==> src/rtl/modem_status_defines.svh <==
`ifndef MODEM_STATUS_DEFINES_SVH
`define MODEM_STATUS_DEFINES_SVH

// Register indices and byte addresses (byte address is four times the index)
`define MSR_INDEX 4'h2
`define MSR_ADDR 6'h08
`define CTRL_INDEX 4'h6
`define CTRL_ADDR 6'h18

// Control register fields
`define CTRL_LOCAL_TEST_BIT 0
`define CTRL_TEST_STOP_BIT 1

// Reset values
`define STATUS_RESET 8'h00
`define CTRL_RESET 2'h0

// Rate codes
`define RATE_300 2'h0
`define RATE_1200 2'h1
`define RATE_UNUSED 2'h2
`define RATE_2400 2'h3

// Least test startup time and its cycle count at 100 MHz
`define CLK_PERIOD_NS 10
`define TEST_STARTUP_NS 2000
`define TEST_STARTUP_CYCLES ((`TEST_STARTUP_NS + `CLK_PERIOD_NS - 1) / `CLK_PERIOD_NS)

`endif

==> src/rtl/modem_status_pkg.sv <==
package modem_status_pkg;

  // Test mode sequencer states, Gray along idle, starting, active
  typedef enum logic [1:0]
  {
    TS_IDLE = 2'h0,
    TS_STARTING = 2'h1,
    TS_ACTIVE = 2'h3
  } test_state_e;

  // Register select from address decode
  typedef enum logic [1:0]
  {
    SEL_NONE = 2'h0,
    SEL_STATUS = 2'h1,
    SEL_CTRL = 2'h2
  } reg_sel_e;

  // Status register layout, bit 7 first
  typedef struct packed
  {
    logic err;
    logic tm;
    logic rm;
    logic dsr;
    logic [1:0] rate;
    logic received_line_signal_flag;
    logic cts;
  } modem_status_s;

  // State handed over by the modem core on the same clock
  typedef struct packed
  {
    logic data_mode;
    logic answer_set;
    logic call_end;
    logic handshake_done;
    logic rx_valid;
    logic tx_on;
    logic send_clamped;
    logic [1:0] rate;
    logic selftest_rx_error;
    logic test_startup_done;
  } modem_core_s;

endpackage : modem_status_pkg

==> src/rtl/modem_pin_sync.sv <==
module modem_pin_sync #(
  parameter int WIDTH = 2
) (
  // Clock and reset
  input wire logic sys_clk,
  input wire logic arst_n,
  // Pins in, synchronised levels out
  input wire logic [WIDTH-1:0] pin_async,
  output logic [WIDTH-1:0] pin_sync
);
  import modem_status_pkg::*;

  // First stage, read only by the second
  logic [WIDTH-1:0] meta;

  // Two flops per pin; no logic sits between the stages
  always_ff @(posedge sys_clk or negedge arst_n)
  begin
    if (!arst_n)
    begin
      meta <= '0;
      pin_sync <= '0;
    end
    else
    begin
      meta <= pin_async;
      pin_sync <= meta;
    end
  end

endmodule : modem_pin_sync

==> src/rtl/test_mode_tracker.sv <==
module test_mode_tracker #(
  parameter int STARTUP_CYCLES = 200
) (
  // Clock and reset
  input wire logic sys_clk,
  input wire logic arst_n,
  // Requests and core progress
  input wire logic local_request,
  input wire logic remote_request,
  input wire logic startup_done,
  input wire logic test_stop,
  // Test mode entered
  output logic test_active
);
  import modem_status_pkg::*;

  test_state_e state; // Sequencer state
  test_state_e next_state;
  logic [11:0] cnt; // Startup time counter
  logic [11:0] next_cnt;
  logic want; // Any source asks for a test
  logic time_up; // Least startup time elapsed

  assign want = local_request | remote_request;
  assign time_up = (cnt >= 12'(STARTUP_CYCLES - 1));
  // Active only once fully entered
  assign test_active = (state == TS_ACTIVE);

  // Next state: enter only after startup time and core confirmation
  always_comb
  begin
    next_state = state;
    next_cnt = cnt;
    case (state)
      TS_IDLE:
      begin
        next_cnt = 12'h000;
        // Local or remote activation both count
        if (want && !test_stop)
        begin
          next_state = TS_STARTING;
        end
      end
      TS_STARTING:
      begin
        if (test_stop || !want)
        begin
          next_state = TS_IDLE;
        end
        else if (time_up && startup_done)
        begin
          next_state = TS_ACTIVE;
        end
        else if (!time_up)
        begin
          next_cnt = cnt + 12'h001;
        end
      end
      TS_ACTIVE:
      begin
        // Leave when stopped or no longer asked for
        if (test_stop || !want)
        begin
          next_state = TS_IDLE;
        end
      end
      default:
      begin
        next_state = TS_IDLE;
      end
    endcase
  end

  // Register only
  always_ff @(posedge sys_clk or negedge arst_n)
  begin
    if (!arst_n)
    begin
      state <= TS_IDLE;
      cnt <= 12'h000;
    end
    else
    begin
      state <= next_state;
      cnt <= next_cnt;
    end
  end

endmodule : test_mode_tracker

==> src/rtl/modem_status_register.sv <==
// Contract
// - Self-test error sets bit 7; read clears it
// - Test-mode bit set for local or remote test
// - Test-mode bit low until test fully entered
// - CTS needs handshake, transmitter on, send unclamped
// - CTS bit mirrors circuit CB
//
// Implementation choice: register access over Avalon-MM.
`include "modem_status_defines.svh"

module modem_status_register #(
  parameter int STARTUP_CYCLES = `TEST_STARTUP_CYCLES
) (
  // Clock and reset
  input wire logic sys_clk,
  input wire logic arst_n,
  // Avalon-MM slave, byte addresses
  input wire logic [5:0] avs_address,
  input wire logic avs_read,
  input wire logic avs_write,
  input wire logic [31:0] avs_writedata,
  input wire logic [3:0] avs_byteenable,
  output logic [31:0] avs_readdata,
  output logic avs_waitrequest,
  // Modem core state, same clock
  input wire modem_status_pkg::modem_core_s core,
  // Line-side pins, asynchronous
  input wire logic ring_detect_pin,
  input wire logic remote_test_pin,
  // Status out
  output logic circuit_cb,
  output modem_status_pkg::modem_status_s status
);
  import modem_status_pkg::*;

  // Bus handshake
  logic ack; // Second cycle of a request
  logic next_ack;
  logic [31:0] next_readdata;
  reg_sel_e sel; // Decoded target
  logic status_read_done; // Host read of status completes
  logic ctrl_write_done; // Host write of control completes

  // Control register and status state
  logic [1:0] ctrl; // Test request and stop
  logic [1:0] next_ctrl;
  modem_status_s next_status;
  logic ring_seen; // Ring detected this call
  logic next_ring_seen;

  // Synchronised pins
  logic [1:0] pin_levels; // Both pins as one vector, remote test high
  logic ring_sync;
  logic remote_test_sync;

  // Test sequencer output
  logic test_active;

  // Address decode used for reads and writes
  function automatic reg_sel_e decode_addr(input logic [5:0] addr);
    if (addr == `MSR_ADDR)
    begin
      return SEL_STATUS;
    end
    else if (addr == `CTRL_ADDR)
    begin
      return SEL_CTRL;
    end
    else
    begin
      return SEL_NONE;
    end
  endfunction : decode_addr

  assign sel = decode_addr(avs_address);

  // Pins cross in through two flops each
  modem_pin_sync #(
    .WIDTH(2)
  ) modem_pin_sync_inst (
    .sys_clk(sys_clk),
    .arst_n(arst_n),
    .pin_async({remote_test_pin, ring_detect_pin}),
    .pin_sync(pin_levels)
  );

  // Split the synchronised vector back into named levels
  assign ring_sync = pin_levels[0];
  assign remote_test_sync = pin_levels[1];

  // Test entry sequencing
  test_mode_tracker #(
    .STARTUP_CYCLES(STARTUP_CYCLES)
  ) test_mode_tracker_inst (
    .sys_clk(sys_clk),
    .arst_n(arst_n),
    .local_request(ctrl[`CTRL_LOCAL_TEST_BIT]),
    .remote_request(remote_test_sync),
    .startup_done(core.test_startup_done),
    .test_stop(ctrl[`CTRL_TEST_STOP_BIT]),
    .test_active(test_active)
  );

  // Every request waits exactly one cycle; the wait lets readdata
  // come from a flop at no cost in decode timing
  assign avs_waitrequest = (avs_read | avs_write) & ~ack;
  assign status_read_done = avs_read & ack & (sel == SEL_STATUS);
  assign ctrl_write_done = avs_write & ack & (sel == SEL_CTRL);

  // CB is driven from the stored CTS bit, so both always agree
  assign circuit_cb = status.cts;

  // Bus next values
  always_comb
  begin
    next_ack = (avs_read | avs_write) & ~ack;
    next_readdata = avs_readdata;
    // Capture on the waiting cycle
    if (avs_read && !ack)
    begin
      if (sel == SEL_STATUS)
      begin
        next_readdata = {24'h000000, status};
      end
      else if (sel == SEL_CTRL)
      begin
        next_readdata = {30'h00000000, ctrl};
      end
      else
      begin
        // Unmapped reads return zero
        next_readdata = 32'h00000000;
      end
    end
  end

  // Bus registers
  always_ff @(posedge sys_clk or negedge arst_n)
  begin
    if (!arst_n)
    begin
      ack <= 1'b0;
      avs_readdata <= 32'h00000000;
    end
    else
    begin
      ack <= next_ack;
      avs_readdata <= next_readdata;
    end
  end

  // Control next value; status writes are ignored, read-only register
  always_comb
  begin
    next_ctrl = ctrl;
    if (ctrl_write_done && avs_byteenable[0])
    begin
      next_ctrl = avs_writedata[1:0];
    end
  end

  // Control register
  always_ff @(posedge sys_clk or negedge arst_n)
  begin
    if (!arst_n)
    begin
      ctrl <= `CTRL_RESET;
    end
    else
    begin
      ctrl <= next_ctrl;
    end
  end

  // Status next values
  always_comb
  begin
    next_status = status;
    // Error: a new error wins over the clearing read, so none is lost.
    // The host must discard the first read after starting a self-test.
    next_status.err = core.selftest_rx_error | (status.err & ~status_read_done);
    // Test mode only from the sequencer's active state
    next_status.tm = test_active;
    // Ring memory held for the call, cleared when it ends
    next_ring_seen = ring_sync | (ring_seen & ~core.call_end);
    next_status.rm = (ring_seen & core.data_mode & core.answer_set)
                   | (status.rm & ~core.call_end);
    next_status.dsr = core.data_mode;
    // Rate reported in data mode only; the unused code reads as 300
    if (core.data_mode && core.rate != `RATE_UNUSED)
    begin
      next_status.rate = core.rate;
    end
    else
    begin
      next_status.rate = `RATE_300;
    end
    next_status.received_line_signal_flag = core.handshake_done & core.rx_valid;
    // All three conditions, else clear
    next_status.cts = core.handshake_done & core.tx_on & ~core.send_clamped;
  end

  // Status registers
  always_ff @(posedge sys_clk or negedge arst_n)
  begin
    if (!arst_n)
    begin
      status <= `STATUS_RESET;
      ring_seen <= 1'b0;
    end
    else
    begin
      status <= next_status;
      ring_seen <= next_ring_seen;
    end
  end
endmodule : modem_status_register

==> config.mk <==
export PLATFORM = sky130hd
export DESIGN_NAME = modem_status_register
export DESIGN_NICKNAME = d
export VERILOG_FILES = /design/src/rtl/modem_status_pkg.sv /design/src/rtl/modem_pin_sync.sv /design/src/rtl/test_mode_tracker.sv /design/src/rtl/modem_status_register.sv
export VERILOG_INCLUDE_DIRS = /design/src /design/src/rtl
export SDC_FILE = /design/constraint.sdc
export NUM_CORES = 1
export LEC_CHECK = 0
export ABC_AREA = 1
export BUFFER_PORTS_ARGS = -buffer_cell sky130_fd_sc_hd__buf_2
export CAP_MARGIN = 20
export CORE_UTILIZATION = 42
export CTS_BUF_LIST = sky130_fd_sc_hd__clkbuf_4
export DETAILED_ROUTE_END_ITERATION = 10
export PLACE_DENSITY_LB_ADDON = 0.12
export SKIP_LAST_GASP = 1
export SLEW_MARGIN = 20
export SYNTH_ARGS = -nofsm -noshare
export SYNTH_HDL_FRONTEND = slang
export SYNTH_SLANG_ARGS = --single-unit
==> constraint.sdc <==
create_clock -name sys_clk -period 1.4 [get_ports sys_clk]
set_input_delay 0.28 -clock sys_clk [delete_from_list [all_inputs] [get_ports sys_clk]]
set_output_delay 0.28 -clock sys_clk [all_outputs]
set_load 0.01 [all_outputs]
==> results.sh, run 1 <==
export IMPL_crit_fanout=3
export IMPL_synth_cell_types=24
export IMPL_vias=1511
export IMPL_post_route_period_util=0.9741
export IMPL_hold_viol=0
export IMPL_hold_depth=1
export IMPL_synth_area_um2=1904
export IMPL_reg2reg_from="test_mode_tracker_inst.cnt[1]"
export IMPL_dp_cells=330
export IMPL_dr_pass1_iters=4
export IMPL_drt_initial_drc_count=95
export IMPL_p_total_uw=2368
export IMPL_root_buffer="clkbuf_4"
export IMPL_power_frac_comb=0.127
export IMPL_synthCells=229
export IMPL_drv_cap=0
export IMPL_grt_pass1_vias=1355
export IMPL_die_area_um2=4807
export IMPL_holdCritPathClass="in2reg"
export IMPL_max_freq_ghz=0.7333
export IMPL_layout_core_utilization=0.5451
export IMPL_pin_count=101
export IMPL_ant_nets=0
export IMPL_die_w_um=69.34
export IMPL_critical_path_arrival_ns=1.08
export IMPL_rows=24
export IMPL_clk_path_buf_depth=2
export IMPL_period_needed_ns=1.364
export IMPL_worst_setup_path_end_kind="output port"
export IMPL_rsz0062_at_grt="yes"
export IMPL_dieHeight_um=69.34
export IMPL_antenna_found_initial=0
export IMPL_drv_slew=0
export IMPL_fillers=438
export IMPL_hpwl_mm=2.562
export IMPL_clock_sinks=38
export IMPL_cp_required_ns=1.12
export IMPL_pwr_density_cell_nw_per_um2=997.9
export IMPL_layout_nets=350
export IMPL_grt_overflow=0
export IMPL_grt_max_degree=39
export IMPL_stdcell_count=343
export IMPL_p_seq_frac=0.489
export IMPL_hold_ws_ns=0.03756
export IMPL_p_int_uw=1805
export IMPL_syn2layout_area_growth_pct=24.64
export IMPL_syn_avg_cell_area_um2=8.316
export IMPL_cts_made_buffers=5
export IMPL_min_to="modem_pin_sync_inst.meta[0]"
export IMPL_final_common_cell="nand2_1"
export IMPL_drive_gt1_frac=0.2955
export IMPL_synth_warnings=0
export IMPL_tritoncts="yes"
export IMPL_core_region_area_um2=4354
export IMPL_synth_area_leaders="dfrtp_1 50%, nand2_1 13%, buf_4 9.9%"
export IMPL_netlist_area_leader_share=0.4993
export IMPL_gp_congestion=0.8444
export IMPL_vdd_ir_drop_worst_mv=0.5775
export IMPL_ys_ff_latch=38
export IMPL_reg2reg_slack_ns=0.07
export IMPL_p_leak_uw=0.001313
export IMPL_worstRegToRegCells=9
export IMPL_wl_per_cell_um=10.23
export IMPL_status="finished, final reports clean"
export IMPL_final_cell_mix="62 x nand2_1, 43 x buf_2, 38 x dfrtp_1"
export IMPL_swShare=0.2381
export IMPL_via_per_inst=4.405
export IMPL_switchingPower_uw=563.9
export IMPL_clk_transition_reported_paths_ns=0.12
export IMPL_yosysSeqAreaShare=0.4993
export IMPL_clock_power_share=0.384
export IMPL_start_kind="flip-flop"
export IMPL_port_buffers=43
export IMPL_drc_errors=0
export IMPL_start_util=0.4374
export IMPL_grtUsageTotal=0.1526
export IMPL_setup_viol=0
export IMPL_routed_wl_mm=3.508
export IMPL_clock_latency_ns=0.34
export IMPL_ctsHtreeMaxLevel=2
export IMPL_grt_pass1_wl_mm=5.816
export IMPL_r2r_end="test_mode_tracker_inst.cnt[2]"
export IMPL_tns_ns=0
export IMPL_path_class="reg2out"
export IMPL_worstHoldStart="ring_detect_pin"
export IMPL_post_synth_top_area_cell="dfrtp_1"
export IMPL_skew_ns=0.01265
export IMPL_diodes=0
==> sequential cells by signal, indices dropped and copies added, names as in the netlist <==
signal                        count
ack                               1
avs_readdata                      8
circuit_cb                        1
ctrl                              2
modem_pin_sync_inst.meta          2
modem_pin_sync_inst.pin_sync      2
ring_seen                         1
status                            7
test_mode_tracker_inst.cnt       12
test_mode_tracker_inst.state      2
==> worst max-delay path, cell delays in order, from the launching register on <==
cell	delay, ns
dfrtp_1	0.43
a21oi_2	0.15
buf_2	0.15
==> power groups by stage <==
stage	Clock (µW)	Combinational, µW	Sequential, µW
final	911	300	1160
after global routing	977	332	1160
after CTS	940	268	1160
after detailed placement	0	264	1180
after global placement	0	261	1180
after floorplan	0	178	1180
==> kinds of logic (layout without fill, tap and decap cells) <==
logic type	Yosys count	count (layout)	synth area share
xor+xnor	1	1	0.004600
fa+ha+maj	1	1	0.006569
simple gates	120	121	0.2753
flops	38	38	0.4993
other cells	1	24	0.001969
buf+inv	53	91	0.1590
compound gates	15	15	0.05322
==> final cells by class <==
type	instances	area, µm²	share of cell area
Clock buffer	5	37.54	0.01581
Multi-Input combinational cell	162	802.0	0.3379
Tap cell	52	65.06	0.02741
Sequential cell	38	950.9	0.4006
Inverter	27	106.4	0.04481
Timing Repair Buffer	56	347.8	0.1465
Clock inverter	3	63.81	0.02688
==> how the worst max path moves through the flow <==
stage                                        startpoint                       endpoint  slack [ns]  cells after the start
after global routing      test_mode_tracker_inst.cnt[1]  test_mode_tracker_inst.cnt[4]       -0.05                     10
after detailed placement  test_mode_tracker_inst.cnt[0]  test_mode_tracker_inst.cnt[5]        0.06                      9
after floorplan           test_mode_tracker_inst.cnt[0]  test_mode_tracker_inst.cnt[5]        0.09                      9
after CTS                                           ack                avs_waitrequest        0.03                      2
final                                               ack                avs_waitrequest        0.04                      2
after global placement    test_mode_tracker_inst.cnt[0]  test_mode_tracker_inst.cnt[7]        0.06                      9
==> stage by stage <==
step,setup WS [ns],instance area (µm²)
finish,0.03622,2374
global route,-0.04905,2374
CTS,0.02711,2267
detailed placement,0.06335,2152
global placement,0.06412,2152
floorplan,0.08654,1991
==> Yosys cell counts (all sizes together) <==
| master | count |
|---|---|
| a21oi | 4 |
| buf | 26 |
| conb | 1 |
| dfrtp | 38 |
| ha | 1 |
| inv | 27 |
| nand2 | 71 |
| nand3 | 20 |
| nand4 | 2 |
| nor2 | 24 |
| nor3 | 2 |
| o21ai | 5 |
| o21bai | 4 |
| o31ai | 2 |
| or2 | 1 |
| xnor2 | 1 |
==> per-layer routing <==
| metal | vias to the layer above | track usage | part of all wire |
|---|---|---|---|
| met4 | 0 | 0.06803 | 0.017 |
| li1 | 788 | - | - |
| met2 | 32 | 0.2557 | 0.49 |
| met5 | - | 0 | 0 |
| met1 | 684 | 0.1866 | 0.45 |
| met3 | 7 | 0.03634 | 0.043 |
==> timing repair <==
action	CTS	global route
gates resized for setup	1	15
cloned	0	1
setup endpoints to repair	1	11
hold buffers	1	0
setup buffers	0	3
endpoints found under the hold margin	38	0
pin swaps	0	6
No activity file was read; power rests on OpenSTA's default activity.
==> run 2, diff against run 1 <==
- RECOVER_POWER: not set -> 50
==> run 2 against run 1 <==
Worst hold slack worse by 0.0017 ns. Critical path depth did not move. Clock-buffer cell count stayed put. Routed wire length barely moved. Clock power about the same. Sequential share of layout area rose by 0.28 points. Final cell count unchanged. First-iteration DRC count decreased by 1.1%. Via count decreased by 0.13%. Die area unchanged. Register-to-register slack is essentially flat. Total power fell by 0.23%. Largest cell class unchanged. Highest routed layer unchanged.
==> results.sh, run 2 (synthesis gave the netlist of run 1 again) <==
export IMPL_p_leak_uw=0.001304
export IMPL_design_area_um2=2357
export IMPL_gp_congestion=0.8444
export IMPL_reg2reg_from="test_mode_tracker_inst.cnt[1]"
export IMPL_dp_cells=330
export IMPL_skew_ns=0.01292
export IMPL_drc_errors=0
export IMPL_clock_power_share=0.386
export IMPL_drt_initial_drc_count=94
export IMPL_preCtsSetupSlack_ns=0.06335
export IMPL_clock_latency_ns=0.34
export IMPL_p_seq_frac=0.490
export IMPL_critical_path_arrival_ns=1.08
export IMPL_max_freq_ghz=0.7333
export IMPL_largest_register_ffs=12
export IMPL_via_per_inst=4.399
export IMPL_place_area_um2=2152
export IMPL_drv_slew=0
export IMPL_crit_start="ack"
export IMPL_grt_pass1_wl_mm=5.816
export IMPL_ant_nets=0
export IMPL_final_common_cell="nand2_1"
export IMPL_p_total_uw=2363
export IMPL_layout_nets=350
export IMPL_largest_register="test_mode_tracker_inst.cnt"
export IMPL_crit_path_end="avs_waitrequest"
export IMPL_start_util=0.4374
export IMPL_switchingPower_uw=563.9
export IMPL_path_class="reg2out"
export IMPL_vdd_ir_drop_worst_mv=0.5792
export IMPL_hpwl_mm=2.562
export IMPL_root_buffer="clkbuf_4"
export IMPL_clk_path_buf_depth=2
export IMPL_largestRegisters="test_mode_tracker_inst.cnt x12, avs_readdata x8, status x7"
export IMPL_core_region_area_um2=4354
export IMPL_grt_max_degree=39
export IMPL_rsz0062_at_grt="yes"
export IMPL_diodes=0
export IMPL_power_frac_comb=0.124
export IMPL_die_area_um2=4807
export IMPL_swShare=0.2386
export IMPL_final_cell_mix="62 x nand2_1, 43 x buf_2, 38 x dfrtp_1"
export IMPL_hold_depth=1
export IMPL_pin_count=101
export IMPL_cts_made_buffers=5
export IMPL_r2r_end="test_mode_tracker_inst.cnt[4]"
export IMPL_grtUsageTotal=0.1526
export IMPL_setup_slack_ns=0.03637
export IMPL_worst_setup_path_end_kind="output port"
export IMPL_crit_fanout=3
export IMPL_fillers=440
export IMPL_dieHeight_um=69.34
export IMPL_start_kind="flip-flop"
export IMPL_dr_pass1_iters=4
export IMPL_slew_headroom=0.4340
export IMPL_period_needed_ns=1.364
export IMPL_wl_per_cell_um=10.24
export IMPL_clock_sinks=38
export IMPL_status="finished, final reports clean"
export IMPL_drive_gt1_frac=0.2921
export IMPL_worstRegToRegCells=9
export IMPL_setup_viol=0
export IMPL_ctsHtreeMaxLevel=2
export IMPL_stdcell_count=343
export IMPL_post_route_period_util=0.9740
export IMPL_drv_cap=0
export IMPL_syn2layout_area_growth_pct=23.78
export IMPL_port_buffers=43
export IMPL_max_slew_worst_pin_slew_ns=0.8490
export IMPL_antenna_found_initial=0
export IMPL_p_int_uw=1799
export IMPL_die_w_um=69.34
export IMPL_grt_pass1_vias=1355
export IMPL_rows=24
export IMPL_clk_transition_reported_paths_ns=0.12
export IMPL_vias=1509
export IMPL_hold_ws_ns=0.03587
export IMPL_grt_overflow=0
export IMPL_holdCritPathClass="in2reg"
export IMPL_hold_viol=0
export IMPL_reg2reg_slack_ns=0.07
export IMPL_cp_required_ns=1.12
export IMPL_pwr_density_cell_nw_per_um2=1002
export IMPL_routed_wl_mm=3.511
export IMPL_tritoncts="yes"
## run 2: cell type report
cell class | instances | area (µm²) | share of cell area
Sequential cell | 38 | 950.9 | 0.4034
Multi-Input combinational cell | 162 | 802.0 | 0.3402
Timing Repair Buffer | 56 | 331.6 | 0.1407
Inverter | 27 | 106.4 | 0.04512
Tap cell | 52 | 65.06 | 0.02760
Clock inverter | 3 | 63.81 | 0.02707
Clock buffer | 5 | 37.54 | 0.01592
## run 2: worst min-delay path by stage
| stage | startpoint | end | slack (ns) |
|---|---|---|---|
| global route | ring_detect_pin | modem_pin_sync_inst.meta[0] | 0.01 |
| global placement | arst_n | avs_readdata[5] | 0.27 |
| CTS | ring_detect_pin | modem_pin_sync_inst.meta[0] | 0.02 |
| detailed placement | arst_n | avs_readdata[5] | 0.27 |
| floorplan | arst_n | ack | -0.02 |
| finish | ring_detect_pin | modem_pin_sync_inst.meta[0] | 0.04 |
## run 2: timing repair
| item | in CTS | in global routing |
|---|---|---|
| endpoints found under the hold margin | 38 | 0 |
| setup buffers | 0 | 3 |
| endpoints found under the setup margin | 1 | 11 |
| gates resized for setup | 1 | 15 |
| pin swaps | 0 | 6 |
| hold buffers | 1 | 0 |
| gates cloned | 0 | 1 |
## run 2: metrics by stage
step	utilization	setup TNS (ns)
2_1_floorplan	-	0
3_3_place_gp	0.4943	0
3_5_place_dp	0.4943	0
4_1_cts	0.5207	0
5_1_grt	0.5414	-0.1233
6_report	0.5414	0
## run 2: metal layers
metal / wire length (µm) / share of wire / GRT usage
met2: 1727 / 0.49 / 0.2557
met3: 157 / 0.045 / 0.03634
met1: 1564 / 0.45 / 0.1866
met4: 61 / 0.017 / 0.06803
met5: 0 / 0 / 0
## run 2: power by group through the flow
stage	registers [µW]	logic (µW)	clock network (µW)
floorplan	1180	178	0
CTS	1160	268	940
global route	1160	326	977
finish	1160	294	912
detailed placement	1180	264	0
global placement	1180	261	0
## run 2: critical path, stage by stage, from the launching register on
cell and delay, ns:
dfrtp_1 0.43, a21oi_2 0.15, buf_2 0.15
